**src/include/fpm_pkg.sv**
```systemverilog
// constants, register map and state encoding of the fault propagation manager
package fpm_pkg;
  localparam int DW = 16;
  localparam int AW = 8;

  // register byte offsets
  localparam logic [AW-1:0] OFF_CTRL    = 8'h00;
  localparam logic [AW-1:0] OFF_STAT    = 8'h04;
  localparam logic [AW-1:0] OFF_FCODE   = 8'h08;
  localparam logic [AW-1:0] OFF_FCLR    = 8'h0c;
  localparam logic [AW-1:0] OFF_TOFF    = 8'h10;
  localparam logic [AW-1:0] OFF_IRQ_ST  = 8'h14;
  localparam logic [AW-1:0] OFF_IRQ_EN  = 8'h18;
  localparam logic [AW-1:0] OFF_IRQ_CLR = 8'h1c;

  // control register fields
  localparam int CTRL_PROP_BIT   = 0;
  localparam int CTRL_TRK_EN_BIT = 1;
  localparam int CTRL_TURN_ON    = 2;
  localparam int CTRL_LATCH_LSB  = 3;
  localparam logic [DW-1:0] CTRL_RST = 16'h0002;
  localparam logic [DW-1:0] TOFF_RST = 16'h0000;

  // fault code bit positions, shared by latch field and fault code register
  localparam int FC_TR = 0;
  localparam int FC_OT = 1;
  localparam int FC_OC = 2;
  localparam int FC_UV = 3;
  localparam int FC_OV = 4;
  localparam int NFC   = 5;

  // interrupt events
  localparam int EV_FAULT   = 0;
  localparam int EV_GROUP   = 1;
  localparam int EV_RESTART = 2;
  localparam int EV_WARN    = 3;
  localparam int NEV        = 4;

  // group size limits on one wired line
  localparam int GROUP_MIN = 1;
  localparam int GROUP_MAX = 32;

  // restart interval
  localparam longint unsigned CLK_HZ         = 40000000;
  localparam longint unsigned RESTART_MS     = 130;
  localparam longint unsigned RESTART_CYCLES = (RESTART_MS * CLK_HZ) / 1000;
  localparam int              TMR_W          = 24;

  typedef enum logic [2:0] {
    ST_OFF      = 3'b000,
    ST_RAMP_UP  = 3'b001,
    ST_ON       = 3'b010,
    ST_TOFF_DLY = 3'b011,
    ST_RAMP_DN  = 3'b100,
    ST_FAST_OFF = 3'b101,
    ST_HICCUP   = 3'b110,
    ST_LATCHED  = 3'b111
  } fpm_state_e;
endpackage

```
**src/core/fpm_core.sv**
```systemverilog
// converter fault manager: guard arming, shutdown type, group line, restart timing
`timescale 1ns/1ps
// Summary of operation
// (RULE_01) one wired group line joins 1 to 32 converters
// (RULE_02) with in-group propagation on, a local fault pulls the group line low
// (RULE_03) group line held low by another party starts our own shutdown
// (RULE_04) power manager relays low group lines to other selected groups
// (RULE_05) manager may stop upstream bus converter and fire crowbar on errors
// (RULE_06) propagated faults cause regular shutdown; own fault uses its class type
// (RULE_07) propagated error gives fast shutdown; own error also forces low side on
// (RULE_08) regular shutdown honours programmed turn-off delay and falling ramp
// (RULE_09) non-latching protection retries every 130 ms until condition clears
// (RULE_10) restart interval runs from output at zero to next ramp up
// (RULE_11) overvoltage armed above prebias, fast off with low side on
// (RULE_12) overtemperature always armed, regular off with low side off; code arms it only in ramp up and on
// (RULE_13) pretemp and in-window warnings never shut down, only reported
// (RULE_14) tracking guard only during ramp up, disableable, fast off
// (RULE_15) fast shutdown turns both switches off at once, no ramp
// (RULE_16) regular shutdown ramps output down per sequencing settings
// (RULE_17) latching protection stays off until cleared or turn-on recycled
// (RULE_18) group line is open drain, wired-AND
module fpm_core
  import fpm_pkg::*;
#(
  parameter longint unsigned RESTART_CNT = fpm_pkg::RESTART_CYCLES
) (
  input  wire logic                    sys_clk,
  input  wire logic                    resetn,
  input  wire logic                    clk_en,
  input  wire logic [fpm_pkg::AW-1:0]  reg_addr,
  input  wire logic [fpm_pkg::DW-1:0]  reg_wdata,
  input  wire logic                    reg_wr,
  input  wire logic                    reg_rd,
  output logic [fpm_pkg::DW-1:0]       reg_rdata,
  input  wire logic                    overcurrent_guard,
  input  wire logic                    undervoltage_guard,
  input  wire logic                    overtemp_guard,
  input  wire logic                    tracking_guard,
  input  wire logic                    overvoltage_guard,
  input  wire logic                    pretemp_warning,
  input  wire logic                    output_in_window_warning,
  input  wire logic                    out_above_prebias,
  input  wire logic                    ramp_up_finished,
  input  wire logic                    out_at_zero,
  input  wire logic                    mgr_fast_off,
  input  wire logic                    grp_line_in,
  output logic                         grp_line_out,
  output logic                         grp_line_oe,
  output logic                         ramp_up_req,
  output logic                         ramp_down_req,
  output logic                         fast_off,
  output logic                         low_side_on,
  output logic                         irq
);
  import fpm_pkg::*;

  fpm_state_e     state_q, state_d;
  logic [DW-1:0]  ctrl_q, ctrl_d;
  logic [DW-1:0]  toff_q, toff_d;
  logic [NFC-1:0] fcode_q, fcode_d;
  logic [DW-1:0]  rdata_q, rdata_d;
  logic           own_fault_q, own_fault_d;
  logic           own_err_q, own_err_d;
  logic           latch_q, latch_d;
  logic           cmd_off_q, cmd_off_d;
  logic           pt_q, win_q;
  logic           ramp_up_q, ramp_dn_q, fast_q, lso_q, oe_q;
  logic [NFC-1:0] trip;
  logic [NEV-1:0] events;
  logic [NEV-1:0] irq_st, irq_en;
  logic           active, ext_low, any_trip, cond_clear, turn_on;
  logic           toff_start, toff_done, rst_start, rst_busy, rst_done;
  logic           fclr_wr;

  assign turn_on = ctrl_q[CTRL_TURN_ON];
  assign active  = (state_q == ST_RAMP_UP) || (state_q == ST_ON);
  // our own pull-down is masked so we never shut down on our own drive
  assign ext_low = !grp_line_in && !oe_q; // RULE_03 RULE_18

  // guard arming per protection class
  always_comb begin
    trip        = '0;
    trip[FC_TR] = tracking_guard && (state_q == ST_RAMP_UP) && ctrl_q[CTRL_TRK_EN_BIT]; // RULE_14
    trip[FC_OT] = overtemp_guard && active; // RULE_12
    trip[FC_OC] = overcurrent_guard && active && out_above_prebias;
    trip[FC_UV] = undervoltage_guard && (state_q == ST_ON);
    trip[FC_OV] = overvoltage_guard && active && out_above_prebias; // RULE_11
  end
  assign any_trip   = |trip;
  // only overtemperature and a held group line can be judged while off
  assign cond_clear = !overtemp_guard && !ext_low;
  assign fclr_wr    = reg_wr && (reg_addr == OFF_FCLR);

  // shutdown and restart sequencing
  always_comb begin
    state_d     = state_q;
    own_fault_d = own_fault_q;
    own_err_d   = own_err_q;
    latch_d     = latch_q;
    cmd_off_d   = cmd_off_q;
    toff_start  = 1'b0;
    rst_start   = 1'b0;
    events      = '0;
    // set wins over the software clear
    fcode_d = (fclr_wr ? (fcode_q & ~reg_wdata[NFC-1:0]) : fcode_q) | trip;
    case (state_q)
      ST_OFF: begin
        if (turn_on) begin
          state_d   = ST_RAMP_UP;
          cmd_off_d = 1'b0;
        end
      end
      ST_RAMP_UP, ST_ON: begin
        if (any_trip) begin
          events[EV_FAULT] = 1'b1;
          own_fault_d      = 1'b1;
          own_err_d        = trip[FC_OV]; // RULE_07 RULE_11
          latch_d          = |(trip & ctrl_q[CTRL_LATCH_LSB +: NFC]); // RULE_17
          if (trip[FC_OV] || trip[FC_OC] || trip[FC_TR]) begin
            state_d = ST_FAST_OFF; // RULE_06 RULE_14
          end else begin
            state_d    = ST_TOFF_DLY; // RULE_06 RULE_12
            toff_start = 1'b1;
          end
        end else if (ext_low) begin
          events[EV_GROUP] = 1'b1;
          own_err_d        = 1'b0;
          latch_d          = 1'b0;
          if (mgr_fast_off) begin
            state_d = ST_FAST_OFF; // RULE_07
          end else begin
            state_d    = ST_TOFF_DLY; // RULE_06
            toff_start = 1'b1;
          end
        end else if (!turn_on) begin
          cmd_off_d  = 1'b1;
          state_d    = ST_TOFF_DLY;
          toff_start = 1'b1;
        end else if ((state_q == ST_RAMP_UP) && ramp_up_finished) begin
          state_d = ST_ON; // RULE_13
        end
      end
      ST_TOFF_DLY: begin
        if (toff_done) begin
          state_d = ST_RAMP_DN; // RULE_08
        end
      end
      ST_RAMP_DN, ST_FAST_OFF: begin
        if (out_at_zero) begin
          if (cmd_off_q) begin
            state_d = ST_OFF;
          end else begin
            state_d   = ST_HICCUP; // RULE_10
            rst_start = 1'b1;
          end
        end
      end
      ST_HICCUP: begin
        if (rst_done) begin
          if (latch_q) begin
            state_d = ST_LATCHED; // RULE_17
          end else if (cond_clear && turn_on) begin
            state_d          = ST_RAMP_UP; // RULE_09
            own_fault_d      = 1'b0;
            own_err_d        = 1'b0;
            events[EV_RESTART] = 1'b1;
          end else if (!turn_on) begin
            state_d     = ST_OFF;
            own_fault_d = 1'b0;
          end else begin
            rst_start = 1'b1; // RULE_09
          end
        end
      end
      ST_LATCHED: begin
        // turn-on recycle passes through off; cleared codes restart directly
        if (!turn_on) begin
          state_d     = ST_OFF; // RULE_17
          own_fault_d = 1'b0;
          latch_d     = 1'b0;
        end else if ((fcode_q == '0) && cond_clear) begin
          state_d          = ST_RAMP_UP; // RULE_17
          own_fault_d      = 1'b0;
          latch_d          = 1'b0;
          events[EV_RESTART] = 1'b1;
        end
      end
      default: state_d = ST_OFF;
    endcase
    // warnings only raise an event, never a shutdown
    events[EV_WARN] = (pretemp_warning && !pt_q) || (!output_in_window_warning && win_q); // RULE_13
  end

  // register writes and read mux; read data valid in the cycle after the strobe
  always_comb begin
    ctrl_d  = ctrl_q;
    toff_d  = toff_q;
    rdata_d = '0;
    if (reg_wr) begin
      if (reg_addr == OFF_CTRL) begin
        ctrl_d = {{(DW-CTRL_LATCH_LSB-NFC){1'b0}}, reg_wdata[CTRL_LATCH_LSB+NFC-1:0]};
      end else if (reg_addr == OFF_TOFF) begin
        toff_d = reg_wdata;
      end
    end
    if (reg_rd) begin
      if (reg_addr == OFF_CTRL) begin
        rdata_d = ctrl_q;
      end else if (reg_addr == OFF_STAT) begin
        rdata_d = {8'h00, ext_low, oe_q, output_in_window_warning, pretemp_warning,
                   latch_q, state_q}; // RULE_13
      end else if (reg_addr == OFF_FCODE) begin
        rdata_d = {{(DW-NFC){1'b0}}, fcode_q};
      end else if (reg_addr == OFF_TOFF) begin
        rdata_d = toff_q;
      end else if (reg_addr == OFF_IRQ_ST) begin
        rdata_d = {{(DW-NEV){1'b0}}, irq_st};
      end else if (reg_addr == OFF_IRQ_EN) begin
        rdata_d = {{(DW-NEV){1'b0}}, irq_en};
      end
    end
  end

  // all state, including registered drive outputs computed from the next state
  always_ff @(posedge sys_clk) begin
    if (!resetn) begin
      state_q     <= ST_OFF;
      ctrl_q      <= CTRL_RST;
      toff_q      <= TOFF_RST;
      fcode_q     <= '0;
      rdata_q     <= '0;
      own_fault_q <= 1'b0;
      own_err_q   <= 1'b0;
      latch_q     <= 1'b0;
      cmd_off_q   <= 1'b0;
      pt_q        <= 1'b0;
      win_q       <= 1'b0;
      ramp_up_q   <= 1'b0;
      ramp_dn_q   <= 1'b0;
      fast_q      <= 1'b0;
      lso_q       <= 1'b0;
      oe_q        <= 1'b0;
    end else if (clk_en) begin
      state_q     <= state_d;
      ctrl_q      <= ctrl_d;
      toff_q      <= toff_d;
      fcode_q     <= fcode_d;
      rdata_q     <= rdata_d;
      own_fault_q <= own_fault_d;
      own_err_q   <= own_err_d;
      latch_q     <= latch_d;
      cmd_off_q   <= cmd_off_d;
      pt_q        <= pretemp_warning;
      win_q       <= output_in_window_warning;
      ramp_up_q   <= (state_d == ST_RAMP_UP);
      ramp_dn_q   <= (state_d == ST_RAMP_DN); // RULE_16
      fast_q      <= (state_d == ST_FAST_OFF); // RULE_15
      lso_q       <= (state_d == ST_FAST_OFF) && own_err_d; // RULE_07 RULE_11
      oe_q        <= own_fault_d && ctrl_d[CTRL_PROP_BIT]; // RULE_02
    end
  end

  assign reg_rdata     = rdata_q;
  assign grp_line_out  = 1'b0; // RULE_18
  assign grp_line_oe   = oe_q; // RULE_01
  assign ramp_up_req   = ramp_up_q;
  assign ramp_down_req = ramp_dn_q;
  assign fast_off      = fast_q;
  assign low_side_on   = lso_q;

  // programmed turn-off delay, in clock cycles
  fpm_interval_timer #(.W(DW)) u_toff_tmr (
    .sys_clk  (sys_clk),
    .resetn   (resetn),
    .clk_en   (clk_en),
    .start    (toff_start),
    .load_val (toff_q),
    .busy     (),
    .done     (toff_done)
  );

  // restart interval counts only from output at zero, so delay setting adds nothing
  fpm_interval_timer #(.W(TMR_W)) u_rst_tmr (
    .sys_clk  (sys_clk),
    .resetn   (resetn),
    .clk_en   (clk_en),
    .start    (rst_start),
    .load_val (RESTART_CNT[TMR_W-1:0]),
    .busy     (rst_busy),
    .done     (rst_done)
  );

  fpm_irq_flags #(.N(NEV)) u_irq (
    .sys_clk (sys_clk),
    .resetn  (resetn),
    .clk_en  (clk_en),
    .events  (events),
    .en_wr   (reg_wr && (reg_addr == OFF_IRQ_EN)),
    .clr_wr  (reg_wr && (reg_addr == OFF_IRQ_CLR)),
    .wdata   (reg_wdata[NEV-1:0]),
    .status  (irq_st),
    .enable  (irq_en),
    .irq     (irq)
  );
endmodule

```
**src/core/fpm_interval_timer.sv**
```systemverilog
// loadable down-counter with busy level and one-cycle done pulse
`timescale 1ns/1ps
module fpm_interval_timer #(
  parameter int W = 24
) (
  input  wire logic         sys_clk,
  input  wire logic         resetn,
  input  wire logic         clk_en,
  input  wire logic         start,
  input  wire logic [W-1:0] load_val,
  output logic              busy,
  output logic              done
);
  logic [W-1:0] cnt_q;
  logic [W-1:0] cnt_d;
  logic         busy_q;
  logic         busy_d;
  logic         done_q;
  logic         done_d;

  // a zero load still takes one cycle so done never coincides with start
  always_comb begin
    cnt_d  = cnt_q;
    busy_d = busy_q;
    done_d = 1'b0;
    if (start) begin
      cnt_d  = load_val;
      busy_d = 1'b1;
    end else if (busy_q) begin
      if (cnt_q <= {{(W-1){1'b0}}, 1'b1}) begin
        busy_d = 1'b0;
        done_d = 1'b1;
      end else begin
        cnt_d = cnt_q - {{(W-1){1'b0}}, 1'b1};
      end
    end
  end

  always_ff @(posedge sys_clk) begin
    if (!resetn) begin
      cnt_q  <= '0;
      busy_q <= 1'b0;
      done_q <= 1'b0;
    end else if (clk_en) begin
      cnt_q  <= cnt_d;
      busy_q <= busy_d;
      done_q <= done_d;
    end
  end

  assign busy = busy_q;
  assign done = done_q & clk_en;
endmodule

```
**src/core/fpm_irq_flags.sv**
```systemverilog
// sticky event flags with enable mask, write-one-to-clear and level interrupt
`timescale 1ns/1ps
module fpm_irq_flags #(
  parameter int N = 4
) (
  input  wire logic         sys_clk,
  input  wire logic         resetn,
  input  wire logic         clk_en,
  input  wire logic [N-1:0] events,
  input  wire logic         en_wr,
  input  wire logic         clr_wr,
  input  wire logic [N-1:0] wdata,
  output logic [N-1:0]      status,
  output logic [N-1:0]      enable,
  output logic              irq
);
  logic [N-1:0] st_q;
  logic [N-1:0] st_d;
  logic [N-1:0] en_q;
  logic [N-1:0] en_d;

  // set wins over a clear in the same cycle so no event is lost
  always_comb begin
    st_d = (clr_wr ? (st_q & ~wdata) : st_q) | events;
    en_d = en_wr ? wdata : en_q;
  end

  always_ff @(posedge sys_clk) begin
    if (!resetn) begin
      st_q <= '0;
      en_q <= '0;
    end else if (clk_en) begin
      st_q <= st_d;
      en_q <= en_d;
    end
  end

  assign status = st_q;
  assign enable = en_q;
  assign irq    = |(st_q & en_q);
endmodule

```
**config.mk**
```make
export PLATFORM = sky130hd
export DESIGN_NAME = fpm_core
export DESIGN_NICKNAME = d
export VERILOG_FILES = /design/src/include/fpm_pkg.sv /design/src/core/fpm_core.sv /design/src/core/fpm_interval_timer.sv /design/src/core/fpm_irq_flags.sv
export SDC_FILE = /design/constraint.sdc
export NUM_CORES = 1
export LEC_CHECK = 0
export ABC_CLOCK_PERIOD_IN_PS = 3400
export BUFFER_PORTS_ARGS = -buffer_cell sky130_fd_sc_hd__buf_2
export CAP_MARGIN = 20
export CORE_ASPECT_RATIO = 2
export CORE_MARGIN = 2
export CORE_UTILIZATION = 29
export DETAILED_ROUTE_END_ITERATION = 10
export GPL_ROUTABILITY_DRIVEN = 0
export MAX_ROUTING_LAYER = met4
export PLACE_DENSITY = 0.5
export SYNTH_ARGS = -nofsm -noshare
export SYNTH_HDL_FRONTEND = slang
export SYNTH_HIERARCHICAL = 1
export SYNTH_SLANG_ARGS = --single-unit
```
**constraint.sdc**
```tcl
create_clock -name sys_clk -period 3.4 [get_ports sys_clk]
set_clock_uncertainty 0.05 [all_clocks]
set_input_delay 0.17 -clock sys_clk [delete_from_list [all_inputs] [get_ports sys_clk]]
set_output_delay 0.17 -clock sys_clk [all_outputs]
set_load 0.01 [all_outputs]
```
==> results.py <==
metrics = {
    "layout": {
        "fin_area_um2": 7740,
        "layout-drive-gt1-share_pct": 16.7,
        "n_antenna_cell": 0,
        "syn_to_final_growth_pct": 13.3,
        "fill_cells": 2487,
        "nNetsFinal": 945,
    },
    "sta": {
        "drv_slew": 0,
        "hold_slack_ns": 0.0239,
        "rsz0062_at_grt": "false",
        "setup_tns_ns": 0,
        "slew_headroom_pct": 48.0,
        "setup_slack_ns": 0.554,
        "fmax_mhz": 351,
        "min_period_ns": 2.85,
        "period_share_pct": 83.7,
        "setup_viol": 0,
        "tightestPinTransition_ns": 0.777,
        "finalHoldViolations": 0,
    },
    "cts": {
        "ctsHoldBuffers": 9,
        "clkSinkCount": 111,
        "cts_buffers": 9,
        "cts_root_buf": "clkbuf_16",
        "clock_path_buffers": 2,
        "cts_resized": 0,
        "path_clk_slew_ns": 0.07,
        "worstSkewPairLatency_ns": 0.37,
        "cts_tree": "built",
        "cts_max_level": 3,
        "post_cts_buffers": 0,
    },
    "floorplan": {
        "initial_utilization_pct": 29.4,
        "die_h_um": 221,
        "num_rows": 79,
        "io_pins": 64,
        "core_um2": 23200,
        "die_w_um": 113,
        "die_area_um2": 24900,
    },
    "synthesis": {
        "synth_top_area_share_pct": 32.5,
        "netlist_area_um2": 6830,
        "synth.distinct_cells": 96,
        "yosysMostFrequentCell": "dfxtp_1",
        "seq_area_frac_synth_pct": 32.5,
        "synth_edf_count": 0,
        "synth_common_cells": "111 x dfxtp_1, 107 x nand2_1, 55 x nor2_1",
        "syn_inst": 842,
        "ys.flop_type": "dfxtp_1",
        "async_flop_share_pct": 0,
        "yosys.area.top_type": "dfxtp_1",
        "ys_top_cells_by_area": "dfxtp_1 33%, nand2_1 5.9%, a21oi_1 3.8%, mux2i_1 3.5%, nor2_1 3.0%",
        "ys_warn_count": 6,
        "synth_area_per_cell_um2": 8.11,
        "synth-seq-cells": 111,
    },
    "global_routing": {
        "grt_pass1_wl_um": 36500,
        "grt-ovfl-total": 0,
        "globalRouteMet2Util_pct": 36.3,
        "grtUsageMet3_pct": 2.90,
        "top_usage_layer": "met2",
        "antenna_found_initial": 0,
        "grt_pass1_vias": 6543,
        "track_usage_pct": 19.3,
        "grt_max_degree": 62,
        "grt_use_met1_pct": 18.7,
    },
    "power_and_ir_drop": {
        "p_leak_nw": 2.91,
        "p_per_area_nw_per_um2": 443,
        "vdd_ir_drop_max_mv": 0.408,
    },
    "place": {
        "io_buffers": 62,
        "place_area_um2": 7370,
        "place_worst_setup_slack_ns": 0.682,
        "dpl.hpwl_um": 17200,
    },
    "route": {
        "drtAntennaViolNets": 0,
        "drt-wirelength-per-cell_um": 19.7,
        "drc": 0,
        "vias_per_cell": 5.54,
        "first_iter_violations": 435,
        "vias": 6581,
        "dr.pass1.iters": 5,
        "drt-total-wl_um": 23400,
    },
    "setup_path": {
        "crit_type": "reg -> reg",
        "path_cells": "or4_1, buf_4, nor3_1, nand2_1, o41a_1, o21ai_0",
        "r2r_cells": 6,
        "cp.arrival_ns": 3.09,
        "slowest_stage": "or4_1",
        "worstSetupStartpointType": "flop",
        "required_ns": 3.64,
        "endpoint_kind": "flop",
        "worst-path-buf-inv": 1,
        "path_max_fanout": 8,
        "cp_num_cells": 6,
        "max_stage_delay_ns": 0.67,
        "crit_family": "simple AND/OR/NAND/NOR gates",
    },
    "run_status": {
        "outcome": "completed",
    },
    "flow_run": {
        "drv_cap": 0,
    },
    "hold_path": {
        "min_path_type": "in -> reg",
        "min_delay_path_depth": 3,
    },
}
==> area by class of cell <==
type                            count  area, µm²  area share, %
Inverter                           21       78.8           1.02
Sequential cell                   111       2220           28.7
Timing Repair Buffer               92        558           7.21
Clock inverter                      4       32.5          0.420
Tap cell                          283        354           4.57
Multi-Input combinational cell    665       4250           54.9
Clock buffer                       11        243           3.14
==> registers in the layout, indices dropped and copies added (netlist names), 3 cells and up <==
| signal | count |
|---|---|
| u_irq/status | 4 |
| fcode_q | 5 |
| ctrl_q | 8 |
| toff_q | 16 |
| u_toff_tmr/cnt_q | 16 |
| state_q | 3 |
| reg_rdata | 16 |
| u_irq/enable | 4 |
| u_rst_tmr/cnt_q | 24 |
==> through the flow <==
stage / std cells / util [%] / power (mW)
finish: 1187 / 33.3 / 3.42
global route: 1187 / 33.3 / 3.61
CTS: 1187 / 33.3 / 3.45
detailed placement: 1163 / 31.7 / 2.39
global placement: 1163 / 31.7 / 2.39
floorplan: 867 / - / 2.14
==> where the power goes <==
part	total [mW]	leakage, nW	switching (mW)	internal [mW]
combinational	0.962	1.88	0.611	0.351
clock	1.04	0.128	0.527	0.517
sequential	1.42	0.898	0.0669	1.35
==> routing by layer <==
metal  part of all wire [%]  wire length, µm  vias to the layer above
met5                      0                0                        -
met4                    4.5             1050                        0
met3                    3.3              782                       59
met2                     56            13000                      189
met1                     37             8530                     3130
li1                       -                -                     3203
==> logic make-up (layout without fill, tap and decap cells) <==
logic type / count (synthesis) / count (layout) / share of synthesized area, %
AOI/OAI and AO/OA: 268 / 268 / 29.9
xor gates and xnor gates: 1 / 1 / 0.128
adders and majority gates: 4 / 4 / 0.733
buffers and inverters: 91 / 128 / 6.67
DFF: 111 / 111 / 32.5
muxes: 27 / 27 / 4.01
other: 2 / 27 / 0.110
and+or+nand+nor: 338 / 338 / 25.9
==> cells in the final DEF, fill, tap and decap left out, types with 6 or more instances in the layout <==
cell	n
buf_4	21
nand2_1	107
and2_1	15
nor3_1	26
buf_2	62
a21bo_2	6
a31oi_1	15
and3_1	8
dlygate4sd3_1	9
or4_1	7
nand3_1	26
conb_1	27
clkbuf_16	9
o21ai_0	33
nor2_1	55
a21boi_0	14
mux2i_1	24
o21a_1	6
o32ai_2	6
nor4_1	13
a22oi_1	24
a21boi_2	10
a21oi_1	52
a32oi_1	6
inv_1	19
o22ai_1	8
nor2b_1	30
dfxtp_1	111
a211oi_1	6
==> tightest hold or removal path, cell delays in order <==
cell and delay, ns:
buf_2 0.11, nand2_1 0.07, a21boi_2 0.05
==> worst paths after layout <==
path / startpoint / endpoint / slack (ns)
hold / removal: reg_wdata[13] / toff_q[13] / 0.02
setup / recovery: u_rst_tmr/cnt_q[8] / u_rst_tmr/cnt_q[17] / 0.55
hold reg to reg: u_toff_tmr/busy / u_toff_tmr/busy / 0.41
setup reg to reg: u_rst_tmr/cnt_q[8] / u_rst_tmr/cnt_q[17] / 0.55
(Power assumes the default switching activity.)
